$ cat config.mk
export PLATFORM = sky130hd
export DESIGN_NAME = pin_ctl
export DESIGN_NICKNAME = d
export VERILOG_FILES = /design/src/pin_ctl_pkg.sv /design/src/pin_ctl.sv /design/src/clk_div_out.sv
export SDC_FILE = /design/constraint.sdc
export NUM_CORES = 1
export LEC_CHECK = 0
export ABC_AREA = 1
export BUFFER_PORTS_ARGS = -buffer_cell sky130_fd_sc_hd__buf_2
export CORE_ASPECT_RATIO = 1.2
export CORE_MARGIN = 2
export CORE_UTILIZATION = 58
export DETAILED_ROUTE_END_ITERATION = 6
export HOLD_SLACK_MARGIN = 0.05
export PLACE_DENSITY = 0.77
export SETUP_SLACK_MARGIN = 0.02
export SLEW_MARGIN = 20
export SYNTH_ARGS = -nofsm -noshare
export SYNTH_HDL_FRONTEND = slang
export SYNTH_HIERARCHICAL = 1
export SYNTH_SLANG_ARGS = --single-unit
$ cat constraint.sdc
create_clock -name core_clk -period 3.1 [get_ports core_clk]
set_clock_uncertainty 0.05 [all_clocks]
set_input_delay 0.62 -clock core_clk [delete_from_list [all_inputs] [get_ports core_clk]]
set_output_delay 0.62 -clock core_clk [all_outputs]
set_load 0.1 [all_outputs]
$ cat src/pin_ctl_pkg.sv
// Package: register map, field layout, function codes and timing of the pin block
package pin_ctl_pkg;

	// ==========================================================
	// Register offsets
	localparam logic [7:0] BTN_CLEAR_ADDR = 8'h0e;
	localparam logic [7:0] STICKY_ADDR    = 8'h60;
	localparam logic [7:0] LIVE_ADDR      = 8'h61;
	localparam logic [7:0] CTRL_ADDR      = 8'h62;

	// ==========================================================
	// Control register fields and reset values
	localparam int FUNC_MSB    = 7;
	localparam int FUNC_LSB    = 4;
	localparam int CLK_SEL_BIT = 3;
	localparam int CONT_BIT    = 2;
	localparam int GP_IN_BIT   = 1;
	localparam int GP_OUT_BIT  = 0;
	localparam logic [3:0] FUNC_RESET   = 4'h0;
	localparam logic [7:0] STICKY_RESET = 8'h00;

	// ==========================================================
	// Pin function codes
	typedef enum logic [3:0] {
		FN_OFF     = 4'h0,
		FN_ADC_WCK = 4'h1,
		FN_DIV1    = 4'h2,
		FN_DIV2    = 4'h3,
		FN_DIV4    = 4'h4,
		FN_DIV8    = 4'h5,
		FN_SC_IRQ  = 4'h6,
		FN_AGC_IRQ = 4'h7,
		FN_GP_IN   = 4'h8,
		FN_GP_OUT  = 4'h9,
		FN_DMIC    = 4'ha,
		FN_WCLK    = 4'hb,
		FN_HOOK    = 4'hc,
		FN_HS_IRQ  = 4'hd,
		FN_HS_BTN  = 4'he,
		FN_ALL_IRQ = 4'hf
	} pin_func_t;

	// Interrupt pulse sequencer, Gray along idle -> high -> gap
	typedef enum logic [1:0] {
		IRQ_IDLE = 2'b00,
		IRQ_HIGH = 2'b01,
		IRQ_GAP  = 2'b11
	} irq_st_t;

	// ==========================================================
	// Timing
	localparam int CLK_NS     = 40;
	localparam int PULSE_US   = 2000;
	localparam int HOOK_US    = 500;
	localparam int PULSE_CYC  = PULSE_US * 1000 / CLK_NS;
	localparam int HOOK_CYC   = HOOK_US * 1000 / CLK_NS;
	localparam int CNT_W      = 17;

	// ==========================================================
	// Carriers
	typedef struct packed {
		logic [3:0] short_det;
		logic       button;
		logic       headset;
		logic       agc_left;
		logic       agc_right;
	} live_in_t;

	typedef struct packed {
		logic pll;
		logic div_mux;
		logic adc_wclk;
		logic dmic;
		logic wclk;
	} clk_src_t;

	typedef struct packed {
		logic [7:0] addr;
		logic [7:0] wdata;
		logic       wr;
		logic       rd;
	} reg_req_t;

endpackage

$ cat src/pin_ctl.sv
// Live status flags and first multipurpose pin function control
//
// The plain strobed port was left to the implementer.
`timescale 1ns/1ns
`default_nettype none

module pin_ctl #(
	parameter int PULSE_CYCLES = pin_ctl_pkg::PULSE_CYC,
	parameter int HOOK_CYCLES  = pin_ctl_pkg::HOOK_CYC
) (
	// Clock and reset
	input  wire logic                  core_clk,
	input  wire logic                  rst,
	// Register port
	input  wire pin_ctl_pkg::reg_req_t req,
	output logic [7:0]                 rdata,
	// Status sources
	input  wire pin_ctl_pkg::live_in_t live_in,
	// Clock sources and word clock direction
	input  wire pin_ctl_pkg::clk_src_t clk_src,
	input  wire logic                  wclk_drive,
	// Multipurpose pin
	input  wire logic                  pin_in,
	output logic                       pin_out,
	output logic                       pin_oe,
	output logic                       wclk_from_pin
);
	import pin_ctl_pkg::*;

	localparam logic [CNT_W-1:0] PULSE_LAST = CNT_W'(PULSE_CYCLES - 1);
	localparam logic [CNT_W-1:0] HOOK_LAST  = CNT_W'(HOOK_CYCLES - 1);

	// ==========================================================
	// State
	typedef struct packed {
		logic [7:0]       rdata;
		pin_func_t        func;
		logic             clk_sel;
		logic             cont;
		logic             out_val;
		logic [7:0]       sticky;
		logic             btn_latch;
		logic             hs_prev;
		logic             lvl_prev;
		logic             btn_prev;
		irq_st_t          irq_st;
		logic             repeat_on;
		logic [CNT_W-1:0] irq_cnt;
		logic [CNT_W-1:0] hook_cnt;
		logic             hook_on;
		logic             pin_out;
		logic             pin_oe;
		logic             wclk_in;
	} pin_st_t;

	pin_st_t s_q;
	pin_st_t s_d;

	logic       div_clk;
	logic       mux_src;
	logic [1:0] div_ratio;

	// ==========================================================
	// Divided clock
	assign mux_src   = s_q.clk_sel ? clk_src.div_mux : clk_src.pll;
	assign div_ratio = 2'(s_q.func - FN_DIV1);

	clk_div_out u_div (
		.core_clk (core_clk),
		.rst      (rst),
		.src      (mux_src),
		.ratio    (div_ratio),
		.div_q    (div_clk)
	);

	// ==========================================================
	// Event decode
	logic       wr_ctrl;
	logic       rd_live;
	logic       rd_ctrl;
	logic       rd_sticky;
	logic       rd_btn;
	logic       sc_any;
	logic       agc_any;
	logic       hs_evt;
	logic       btn_rise;
	logic       lvl;
	logic       trig;
	logic       irq_mode;
	logic [7:0] sticky_set;

	always_comb begin
		wr_ctrl   = req.wr && (req.addr == CTRL_ADDR);
		rd_live   = req.rd && (req.addr == LIVE_ADDR);
		rd_ctrl   = req.rd && (req.addr == CTRL_ADDR);
		rd_sticky = req.rd && (req.addr == STICKY_ADDR);
		rd_btn    = req.rd && (req.addr == BTN_CLEAR_ADDR);
		sc_any    = |live_in.short_det;
		agc_any   = live_in.agc_left | live_in.agc_right;
		hs_evt    = live_in.headset ^ s_q.hs_prev;
		btn_rise  = live_in.button && !s_q.btn_prev;
		sticky_set = {live_in.short_det, btn_rise, hs_evt,
			live_in.agc_left, live_in.agc_right};
		// Level sources fire on their rising edge only
		lvl  = 1'b0;
		trig = 1'b0;
		irq_mode = 1'b1;
		case (s_q.func)
			FN_SC_IRQ:  lvl = sc_any;
			FN_AGC_IRQ: lvl = agc_any;
			FN_HS_IRQ:  trig = hs_evt;
			FN_HS_BTN:  begin
				lvl  = live_in.button;
				trig = hs_evt;
			end
			FN_ALL_IRQ: begin
				lvl  = live_in.button | sc_any | agc_any;
				trig = hs_evt;
			end
			default:    irq_mode = 1'b0;
		endcase
		trig = trig | (lvl && !s_q.lvl_prev);
	end

	// ==========================================================
	// Next state
	always_comb begin
		s_d = s_q;
		s_d.hs_prev  = live_in.headset;
		s_d.btn_prev = live_in.button;
		s_d.lvl_prev = lvl;

		// Register writes
		if (wr_ctrl) begin
			s_d.func    = pin_func_t'(req.wdata[FUNC_MSB:FUNC_LSB]);
			s_d.clk_sel = req.wdata[CLK_SEL_BIT];
			s_d.cont    = req.wdata[CONT_BIT];
			s_d.out_val = req.wdata[GP_OUT_BIT];
		end

		// Read data stands for one cycle only
		s_d.rdata = 8'h00;
		if (rd_live) begin
			s_d.rdata = {live_in.short_det, s_q.btn_latch,
				live_in.headset,
				live_in.agc_left, live_in.agc_right};
		end else if (rd_ctrl) begin
			s_d.rdata = {s_q.func, s_q.clk_sel, s_q.cont,
				(s_q.func == FN_GP_IN) && pin_in,
				s_q.out_val};
		end else if (rd_sticky) begin
			s_d.rdata = s_q.sticky;
		end

		// Flags: a set in the clearing cycle wins
		if (rd_btn) begin
			s_d.btn_latch = 1'b0;
		end
		if (btn_rise) begin
			s_d.btn_latch = 1'b1;
		end
		s_d.sticky = (rd_sticky ? 8'h00 : s_q.sticky) | sticky_set;

		// Interrupt pulse sequencer
		if (rd_sticky) begin
			s_d.repeat_on = 1'b0;
		end
		case (s_q.irq_st)
			IRQ_IDLE: begin
				s_d.irq_cnt = '0;
			end
			IRQ_HIGH: begin
				s_d.irq_cnt = s_q.irq_cnt + CNT_W'(1);
				if (s_q.irq_cnt == PULSE_LAST) begin
					s_d.irq_cnt = '0;
					s_d.irq_st = s_d.repeat_on ? IRQ_GAP : IRQ_IDLE;
				end
			end
			IRQ_GAP: begin
				s_d.irq_cnt = s_q.irq_cnt + CNT_W'(1);
				if (!s_d.repeat_on) begin
					s_d.irq_st  = IRQ_IDLE;
					s_d.irq_cnt = '0;
				end else if (s_q.irq_cnt == PULSE_LAST) begin
					s_d.irq_st  = IRQ_HIGH;
					s_d.irq_cnt = '0;
				end
			end
			default: begin
				s_d.irq_st  = IRQ_IDLE;
				s_d.irq_cnt = '0;
			end
		endcase
		// A new trigger restarts the pulse, even over a read
		if (trig && irq_mode) begin
			s_d.irq_st    = IRQ_HIGH;
			s_d.irq_cnt   = '0;
			s_d.repeat_on = s_q.cont;
		end
		if (!irq_mode) begin
			s_d.irq_st    = IRQ_IDLE;
			s_d.irq_cnt   = '0;
			s_d.repeat_on = 1'b0;
		end

		// Button interrupt: delay after press, held until release
		if (live_in.button) begin
			if (s_q.hook_cnt == HOOK_LAST) begin
				s_d.hook_on = 1'b1;
			end else begin
				s_d.hook_cnt = s_q.hook_cnt + CNT_W'(1);
			end
		end else begin
			s_d.hook_cnt = '0;
			s_d.hook_on  = 1'b0;
		end

		// Pin multiplexer
		s_d.pin_out = 1'b0;
		s_d.pin_oe  = 1'b1;
		s_d.wclk_in = 1'b0;
		case (s_q.func)
			FN_OFF:     s_d.pin_oe = 1'b0;
			FN_ADC_WCK: s_d.pin_out = clk_src.adc_wclk;
			FN_DIV1,
			FN_DIV2,
			FN_DIV4,
			FN_DIV8:    s_d.pin_out = div_clk;
			FN_SC_IRQ,
			FN_AGC_IRQ,
			FN_HS_IRQ,
			FN_HS_BTN,
			FN_ALL_IRQ: s_d.pin_out = (s_q.irq_st == IRQ_HIGH);
			FN_GP_IN:   s_d.pin_oe = 1'b0;
			FN_GP_OUT:  s_d.pin_out = s_q.out_val;
			FN_DMIC:    s_d.pin_out = clk_src.dmic;
			FN_WCLK:    begin
				s_d.pin_oe  = wclk_drive;
				s_d.pin_out = wclk_drive && clk_src.wclk;
				s_d.wclk_in = !wclk_drive && pin_in;
			end
			FN_HOOK:    s_d.pin_out = s_q.hook_on;
			default:    s_d.pin_oe = 1'b0;
		endcase
	end

	// ==========================================================
	// Registers
	always_ff @(posedge core_clk or posedge rst) begin
		if (rst) begin
			s_q         <= '0;
			s_q.func    <= pin_func_t'(FUNC_RESET);
			s_q.sticky  <= STICKY_RESET;
			s_q.irq_st  <= IRQ_IDLE;
		end else begin
			s_q <= s_d;
		end
	end

	assign rdata         = s_q.rdata;
	assign pin_out       = s_q.pin_out;
	assign pin_oe        = s_q.pin_oe;
	assign wclk_from_pin = s_q.wclk_in;
endmodule

`default_nettype wire

$ cat src/clk_div_out.sv
// Divider that produces the divided clock-mux output for the pin
`timescale 1ns/1ns
`default_nettype none

module clk_div_out (
	// Clock and reset
	input  wire logic       core_clk,
	input  wire logic       rst,
	// Source level and ratio select: 0 /1, 1 /2, 2 /4, 3 /8
	input  wire logic       src,
	input  wire logic [1:0] ratio,
	// Divided level
	output logic            div_q
);

	typedef struct packed {
		logic       src_prev;
		logic [2:0] cnt;
		logic       div;
	} div_st_t;

	div_st_t s_q;
	div_st_t s_d;

	assign div_q = s_q.div;

	always_comb begin
		s_d = s_q;
		s_d.src_prev = src;
		if (src && !s_q.src_prev) begin
			s_d.cnt = s_q.cnt + 3'h1;
		end
		case (ratio)
			2'h0:    s_d.div = src;
			2'h1:    s_d.div = s_d.cnt[0];
			2'h2:    s_d.div = s_d.cnt[1];
			default: s_d.div = s_d.cnt[2];
		endcase
	end

	always_ff @(posedge core_clk or posedge rst) begin
		if (rst) begin
			s_q <= '0;
		end else begin
			s_q <= s_d;
		end
	end

endmodule

`default_nettype wire

# Word-level counts from Yosys, hierarchy flattened
# Index checks and enable logic that the tools add are counted.
# word_totals
reg_bits	73
in_bits	35
output_inout_bits	11
word_cells	116
# classes
addsub	4
n_eq_ne	30
muxes	29
bitwise	6
n_reduce_logical	26
# ops
operator	count
17-bit two-way mux	3
20-bit two-way mux	2
17-bit by 1-bit adder with 17-bit output, second input constant	2
17-bit case mux with 2 select lines	1
4-bit equality test, second input constant	8
8-bit two-way mux	4
8-bit by 7-bit equality test with 1-bit output, second input constant	3
18-bit two-way mux	1
17-bit by 14-bit equality test with 1-bit output, second input constant	1
17-bit by 16-bit equality test with 1-bit output, second input constant	1
4-bit by 3-bit equality test with 1-bit output, second input constant	4
1-bit logical AND	12
4-bit by 2-bit equality test with 1-bit output, second input constant	2
8-bit by 4-bit equality test with 1-bit output, second input constant	1
1-bit two-way mux	8
2-bit two-way mux	4
8-bit bitwise OR	1
4-bit OR reduction	2
1-bit case mux with 7 select lines	1
2-bit case mux with 3 select lines	1
5-bit inequality test, second input constant	1
5-bit OR reduction	1
2-bit by 1-bit equality test with 1-bit output, second input constant	2
2-bit equality test, second input constant	2
20 further kinds	27

# Longest topological paths before layout
# Gate-level depths: netlist (run 1).
# logic_depth
depth_word	9
mapped_depth	10

# Hierarchy
# The synthesis (run 1) kept the hierarchy.
# by_module_without_submodules
module	n_inst	cells_each	area_each_um2	seq_area_each_um2
pin_ctl	1	456	3646.0	1701.6
clk_div_out	1	35	281.5	125.1

# Worst setup path before layout (run 1)
# OpenSTA, ideal clock, no wires.
# synth_path
path_type	input to register
start	input req[17] (netlist name)
end	register s_q[25] (netlist name)
setup_time_ns	0.120
arrival_ns	1.480
setup_slack_ns	1.450
path_stages	9
n_path_buf	1
cell_sequence	inv_1 > nand2_1 > nor2_1 > nand3_2 > nand3_1 > a21oi_2 > nand2_4 > buf_6 > nor2_2
# synth_rtl
element	line	source
start: declaration	pin_ctl.sv:15	input wire pin_ctl_pkg::reg_req_t req,
end: declaration	pin_ctl.sv:56	pin_st_t s_q;

==> metrics.md, run 1 <==
| Metric | Value |
|---|---|
| Status | finished clean |
| Fin util | 0.6782 |
| Post-CTS Setup Bufs | 0 |
| Post-synth net total | 529 |
| Initial antenna violation count | 0 |
| Clk pwr share | 0.375 |
| Worst vdd rail ir drop | 0.3143 mV |
| Async SR Flop Fraction | 1.000 |
| Register area | 1827 um2 |
| Die Y | 94.15 um |
| Final instance area | 4399 um2 |
| # diodes | 0 |
| Cell Count, Final, Fillers Out | 625 |
| CP Max Fanout | 13 |
| Final Hold Viols | 0 |
| P&R area growth vs syn | 12.01% |
| Vias after detailed routing | 3340 |
| Max cap viols | 0 |
| Worst setup SP type | register |
| Max-slew violation total from the final report | 0 |
| Worst Max-Slew Pin Slew | 0.6599 ns |
| RSZ-0062 raised after global routing | false |
| Top Ports | 46 |
| Pin count of the biggest net entering global routing | 39 |
| CTS max path bufs | 2 |
| Synth top area cells | dfrtp_1 47%, nand2_1 8.2%, inv_1 7.5%, nor2_1 5.8%, nand3_1 4.5% |
| Placed cells | 610 |
| Drt pass-1 iters | 5 |
| Leak | 2.237 nW |
| WP data required | 3.33 ns |
| CTS tree | done |
| Site row count | 32 |
| Arr. time, crit path | 2.06 ns |
| Placed cell area | 4195 um2 |
| Initial DRC count | 229 |
| CP endpoint kind | register |
| CTS clk-pin slew, worst paths | 0.08 ns |
| Post-Syn Area | 3928 um2 |
| Ratio of cells with drive above 1 in the final layout | 0.1759 |
| Combinational share of power | 0.124 |
| Number of synthesized flops with an enable pin | 0 |
| Final WS setup | 1.266 ns |
| CTS sink cnt | 73 |
| First-pass GRT wire length | 14340 um |
| # setup viols final | 0 |
| Core area | 6486 um2 |
| Fin nets | 574 |
| GPL Wtd Cong | 0.9298 |
| Synth Instances | 491 |
| Die area | 7449 um2 |
| Synth warn | 6 |
| Setup CP Type | reg2reg |
| Pre-CTS setup slack | 1.021 ns |
| CTS Buf Count | 9 |
| Remaining Overflow, GRT | 0 |
| DP HPWL | 6296 um |
| Flop pwr share | 0.501 |
| Setup TNS Final | 0 ns |
| Post-synth top area cell | dfrtp_1 |
| Area of the multi-input gates | 1718 um2 |
| CTS Root Cell | clkbuf_8 |
| Fmax | 0.5453 GHz |
| Hold Buf Count CTS | 0 |
| Switch share | 0.2696 |
| H-tree lvl count | 3 |
| Fillers | 546 |
| Top FF cell, synth | dfrtp_1 |
| Post-route minimum period | 1.834 ns |
| All-Layer GR Usage | 0.2471 |
| Min-delay worst type | in2async |
| # DRC | 0 |
| Seq/Total Area, Yosys | 0.4651 |
| Seq cells post-synth | 73 |
| Port bufs | 44 |
| Post-synthesis cell type count | 39 |
| Pwr Density | 463.5 nW/um2 |
| Fin crit share | 0.5915 |
| Routed Antenna Nets | 0 |
| Die Wd | 79.12 um |
| Mean Syn Cell Area | 7.999 um2 |
| Post-CTS Resized | 0 |
| Worst rel slew slack | 0.5594 |
| Clk_lat worst skew | 0.35 ns |
| Pint | 1.489 mW |
| Post-Route WL | 8350 um |
| Vias per std cell | 5.344 |
| Initial core utilization | 0.6055 |
| Top cell type's share of synthesized area | 0.4651 |
| Switch Pwr | 549.8 uW |
| Number of global-route vias before repair | 3239 |
| WL/cell | 13.36 um |
-- critical path: stages (launching register included) --
cell,delay [ns]
dfrtp_1,0.40
ha_1,0.23
nand3_1,0.14
inv_1,0.15
nand3_1,0.15
nand2_1,0.09
a21oi_2,0.22
nand2_4,0.20
nor2_1,0.14
-- cells by family after synthesis --
family,count (synthesis),share of synthesized area
AND/OR/NAND/NOR,248,0.3020
XOR/XNOR,14,0.03122
buffers and inverters,92,0.09748
flip-flops,73,0.4651
AO/OA/AOI/OAI,59,0.08888
adder cells (fa/ha/maj),3,0.009558
multiplexers,2,0.005734
-- cell usage in the layout (no fill, tap or decap), drive strengths merged, types with 2 or more instances in the layout --
master and instances:
or2 2, xnor2 2, o21bai 4, o221ai 5
nand3 38, dfrtp 73, o211ai 2, inv 81
clkbuf 11, mux2 2, buf 45, a31oi 2
nor4 3, nand4 17, nand3b 2, xor2 12
o21ai 23, nand2 89, nor3 17, a21oi 21
clkinvlp 3, and2 2, ha 3, nor2 76
-- per-stage QoR --
stage	hold WS, ns	total power, mW
final	0.1252	2.039
after global routing	0.1506	2.125
after CTS	0.1211	2.053
after detailed placement	0.4026	1.295
after global placement	0.3994	1.287
after floorplan	0.3485	1.225
-- registers in the layout (all words and copies together), names as in the netlist --
name and cells:
pin_oe 1, pin_out 1, rdata 8, s_q 57
u_div/div_q 1, u_div/s_q 4, wclk_from_pin 1
-- worst paths after layout --
kind,from,depth (start not counted),slack (ns),endpoint
setup / recovery,s_q[21],8,1.27,s_q[22]
hold / removal,rst,2,0.13,u_div/s_q[1]
setup reg to reg,s_q[21],8,1.27,s_q[22]
hold reg to reg,s_q[21],1,0.41,s_q[21]
max in group asynchronous,rst,3,2.04,s_q[31]
min in group core_clk,live_in[2],1,0.36,s_q[43]
-- Yosys cell counts (all sizes together), types with 5 or more instances --
cell     n
nand4   17
nand3   38
o21ai   23
nand2   89
nor3    17
buf      9
xor2    12
a21oi   21
inv     81
dfrtp   73
o221ai   5
nor2    76
-- layer usage --
layer	wire length, um	vias up	global-route usage
li1	-	1664	-
met2	4059	90	0.3934
met3	434	15	0.04423
met5	0	-	0
met1	3673	1571	0.3363
met4	183	0	0.09626
-- power by group through the flow --
stage,Clock [mW],Combinational [mW],Sequential [mW]
global route,0.808,0.290,1.03
floorplan,0,0.174,1.05
detailed placement,0,0.255,1.04
global placement,0,0.249,1.04
CTS,0.775,0.256,1.02
finish,0.765,0.252,1.02
-- cell type report --
cell class                      count  share of cell area
Sequential cell                    73              0.4152
Timing Repair Buffer               45             0.05461
Clock buffer                       11             0.03441
Tap cell                           85             0.02418
Clock inverter                      4             0.01195
Multi-Input combinational cell    326              0.3905
Inverter                           81             0.06911
Note: power is estimated with default switching activity, not from simulation.
==> inputs of run 2 (changes only) <==
--- a/config.mk
+++ b/config.mk
@@ -9,10 +9,10 @@
 export BUFFER_PORTS_ARGS = -buffer_cell sky130_fd_sc_hd__buf_2
 export CORE_ASPECT_RATIO = 1.2
 export CORE_MARGIN = 2
-export CORE_UTILIZATION = 58
+export CORE_UTILIZATION = 53
 export DETAILED_ROUTE_END_ITERATION = 6
 export HOLD_SLACK_MARGIN = 0.05
-export PLACE_DENSITY = 0.77
+export PLACE_DENSITY = 0.74
 export SETUP_SLACK_MARGIN = 0.02
 export SLEW_MARGIN = 20
 export SYNTH_ARGS = -nofsm -noshare
==> constraint.sdc (replaced) <==
create_clock -name core_clk -period 1.57 [get_ports core_clk]
set_clock_uncertainty 0.05 [all_clocks]
set_input_delay 0.314 -clock core_clk [delete_from_list [all_inputs] [get_ports core_clk]]
set_output_delay 0.314 -clock core_clk [all_outputs]
set_load 0.1 [all_outputs]
==> run 2 against run 1 <==
  * Sequential share of layout area down 4.9 points
  * Final cell count up 9.0%
  * Routed wire length is 16% higher
  * Critical path depth grew 2
  * Via count increased by 7.8%
  * Largest power group unchanged
  * Core utilization increased by 1.4 points
  * First-iteration DRC count is 17% lower
  * Non-clock buffer count up 49
  * Hold slack gained 0.012 ns
  * Sequential power grew 98%
  * Critical endpoint is now s_q[34]
  * Clock power increased by 130%
  * Highest routed layer unchanged
==> metrics.md, run 2 (synthesis results as in run 1) <==
| Metric | Value |
|---|---|
| Routed Antenna Nets | 0 (unchanged) |
| # DRC | 0 (unchanged) |
| Vias after detailed routing | 3600 (+7.8%) |
| Port bufs | 44 (unchanged) |
| Fillers | 565 (+3.5%) |
| CTS Buf Count | 9 (unchanged) |
| CTS tree | done |
| Final WS setup | 0.01037 ns (-1.256 ns) |
| CTS Root Cell | clkbuf_8 |
| Pin count of the biggest net entering global routing | 69 (+77%) |
| Pwr Density | 891.4 nW/um2 (+92%) |
| Remaining Overflow, GRT | 0 (unchanged) |
| Cell Count, Final, Fillers Out | 681 (+9.0%) |
| H-tree lvl count | 3 (unchanged) |
| Initial core utilization | 0.5431 (-0.06244) |
| Clk_lat worst skew | 0.36 ns (about the same) |
| Register area | 1834 um2 (+0.41%) |
| Worst setup SP type | register |
| Max cap viols | 0 (unchanged) |
| Status | finished clean |
| All-Layer GR Usage | 0.2509 (+0.003879) |
| R2r startpoint | s_q[56] |
| CTS clk-pin slew, worst paths | 0.08 ns (about the same) |
| Initial antenna violation count | 0 (unchanged) |
| Flop pwr share | 0.453 (-0.048) |
| Initial DRC count | 190 (-17%) |
| Fmax | 0.6412 GHz (+18%) |
| Top Ports | 46 (unchanged) |
| Fin nets | 624 (+8.7%) |
| Leak | 2.526 nW (+13%) |
| Setup TNS Final | 0 ns (unchanged) |
| GPL Wtd Cong | 0.8955 (-3.7%) |
| Crit path from | s_q[56] |
| Final Hold Viols | 0 (unchanged) |
| Most frequent cells in the layout | 81 x nand2_1, 73 x inv_1, 67 x dfrtp_1 |
| Die Wd | 82.59 um (+4.4%) |
| Switch Pwr | 1.176 mW (+110%) |
| Placed cells | 644 (+5.6%) |
| Worst rel slew slack | 0.6762 (+0.1168) |
| CP endpoint kind | register |
| Die area | 8118 um2 (+9.0%) |
| RSZ-0062 raised after global routing | true |
| Worst Max-Slew Pin Slew | 0.4890 ns (-0.1709 ns) |
| Pre-CTS setup slack | -0.05728 ns (-1.078 ns) |
| Total power | 4.462 mW (+120%) |
| Max-slew violation total from the final report | 0 (unchanged) |
| Site row count | 34 (+6.3%) |
| Top reg by flops | s_q |
| Switch share | 0.2635 (-0.006170) |
| CP Max Fanout | 6 (-7) |
| Most common cell after layout, fill and taps aside | nand2_1 |
| DP HPWL | 6643 um (+5.5%) |
| Drt pass-1 iters | 5 (unchanged) |
| Number of global-route vias before repair | 3691 (+14%) |
| Fin crit share | 0.9934 (+0.4018) |
| # setup viols final | 0 (unchanged) |
| WL/cell | 14.22 um (+6.4%) |
| # diodes | 0 (unchanged) |
| P&R area growth vs syn | 27.46% |
| Arr. time, crit path | 1.80 ns (-0.26 ns) |
| Hold_sp | req[5] |
| Post-route minimum period | 1.560 ns (-0.2742 ns) |
| Vias per std cell | 5.286 (-1.1%) |
| WP data required | 1.81 ns (-1.52 ns) |
| CTS sink cnt | 73 (unchanged) |
| CTS max path bufs | 2 (unchanged) |
| Ratio of cells with drive above 1 in the final layout | 0.2961 (+0.1202) |
| Min-delay worst type | in2reg |
| Clk pwr share | 0.399 (+0.024) |
| Combinational share of power | 0.148 (+0.024) |
| Worst vdd rail ir drop | 0.6584 mV (+110%) |
| Core area | 7232 um2 (+11%) |
| First-pass GRT wire length | 15650 um (+9.1%) |
| Die Y | 98.30 um (+4.4%) |
| Post-Route WL | 9682 um (+16%) |
| Setup CP Type | reg2reg |
| Area of the multi-input gates | 1851 um2 (+7.7%) |
| Pint | 3.287 mW (+120%) |
| Max FFs per register | 57 (unchanged) |
-- run 2: power groups by stage --
stage | registers (mW) | clock network, mW | logic [mW]
finish | 2.02 | 1.78 | 0.662
global placement | 2.05 | 0 | 0.535
CTS | 2.02 | 1.79 | 0.608
detailed placement | 2.05 | 0 | 0.556
global route | 2.03 | 1.89 | 0.742
floorplan | 2.07 | 0 | 0.345
-- run 2: critical path: stages (launching register included) --
cell	delay, ns
dfrtp_2	0.46
nand2_2	0.08
inv_2	0.04
o21ai_2	0.14
nand2_1	0.08
nand3_2	0.10
nand2_4	0.09
nor2_8	0.16
buf_12	0.13
nand2_8	0.07
nor2_2	0.09
-- run 2: metrics by stage --
stage	instance area, um2	hold WS (ns)	utilization
floorplan	3931	0.04252	-
global placement	4436	0.2019	0.6133
detailed placement	4436	0.2058	0.6133
CTS	4806	0.1337	0.6645
global route	5006	0.1519	0.6922
finish	5006	0.1372	0.6922
-- run 2: cell type report --
| cell class | instances | share of cell area |
|---|---|---|
| flip-flops and latches | 73 | 0.3664 |
| well taps | 90 | 0.02249 |
| inverters | 81 | 0.06148 |
| multi-input cells | 327 | 0.3697 |
| clock inverters | 5 | 0.02074 |
| clock buffers | 11 | 0.02624 |
| repair buffers | 94 | 0.1330 |
-- run 2: worst paths after layout --
check                           cells past startpoint           end  slack, ns
worst min-delay path                                2       s_q[55]       0.14
worst max-delay path                               10       s_q[34]       0.01
worst min register to register                      2       s_q[46]       0.44
worst max register to register                     10       s_q[34]       0.01
max in group asynchronous                           4       s_q[28]       0.60
min in group asynchronous                           3  u_div/s_q[3]       0.37
-- run 2: per-layer routing --
| layer | part of all wire | wire length, um | global-route usage | vias up |
|---|---|---|---|---|
| met5 | 0 | 0 | 0 | - |
| met1 | 0.42 | 4046 | 0.3057 | 1711 |
| li1 | - | - | - | 1760 |
| met3 | 0.047 | 453 | 0.05453 | 23 |
| met2 | 0.51 | 4938 | 0.4119 | 106 |
| met4 | 0.025 | 244 | 0.1261 | 0 |
-- run 2: repair_timing --
item,4_1_cts,5_1_grt
pin swaps,8,14
gates cloned,1,0
setup endpoints to repair,17,28
endpoints found under the hold margin,74,0
hold buffers,2,0
buffers inserted,8,10
resized for setup,13,31
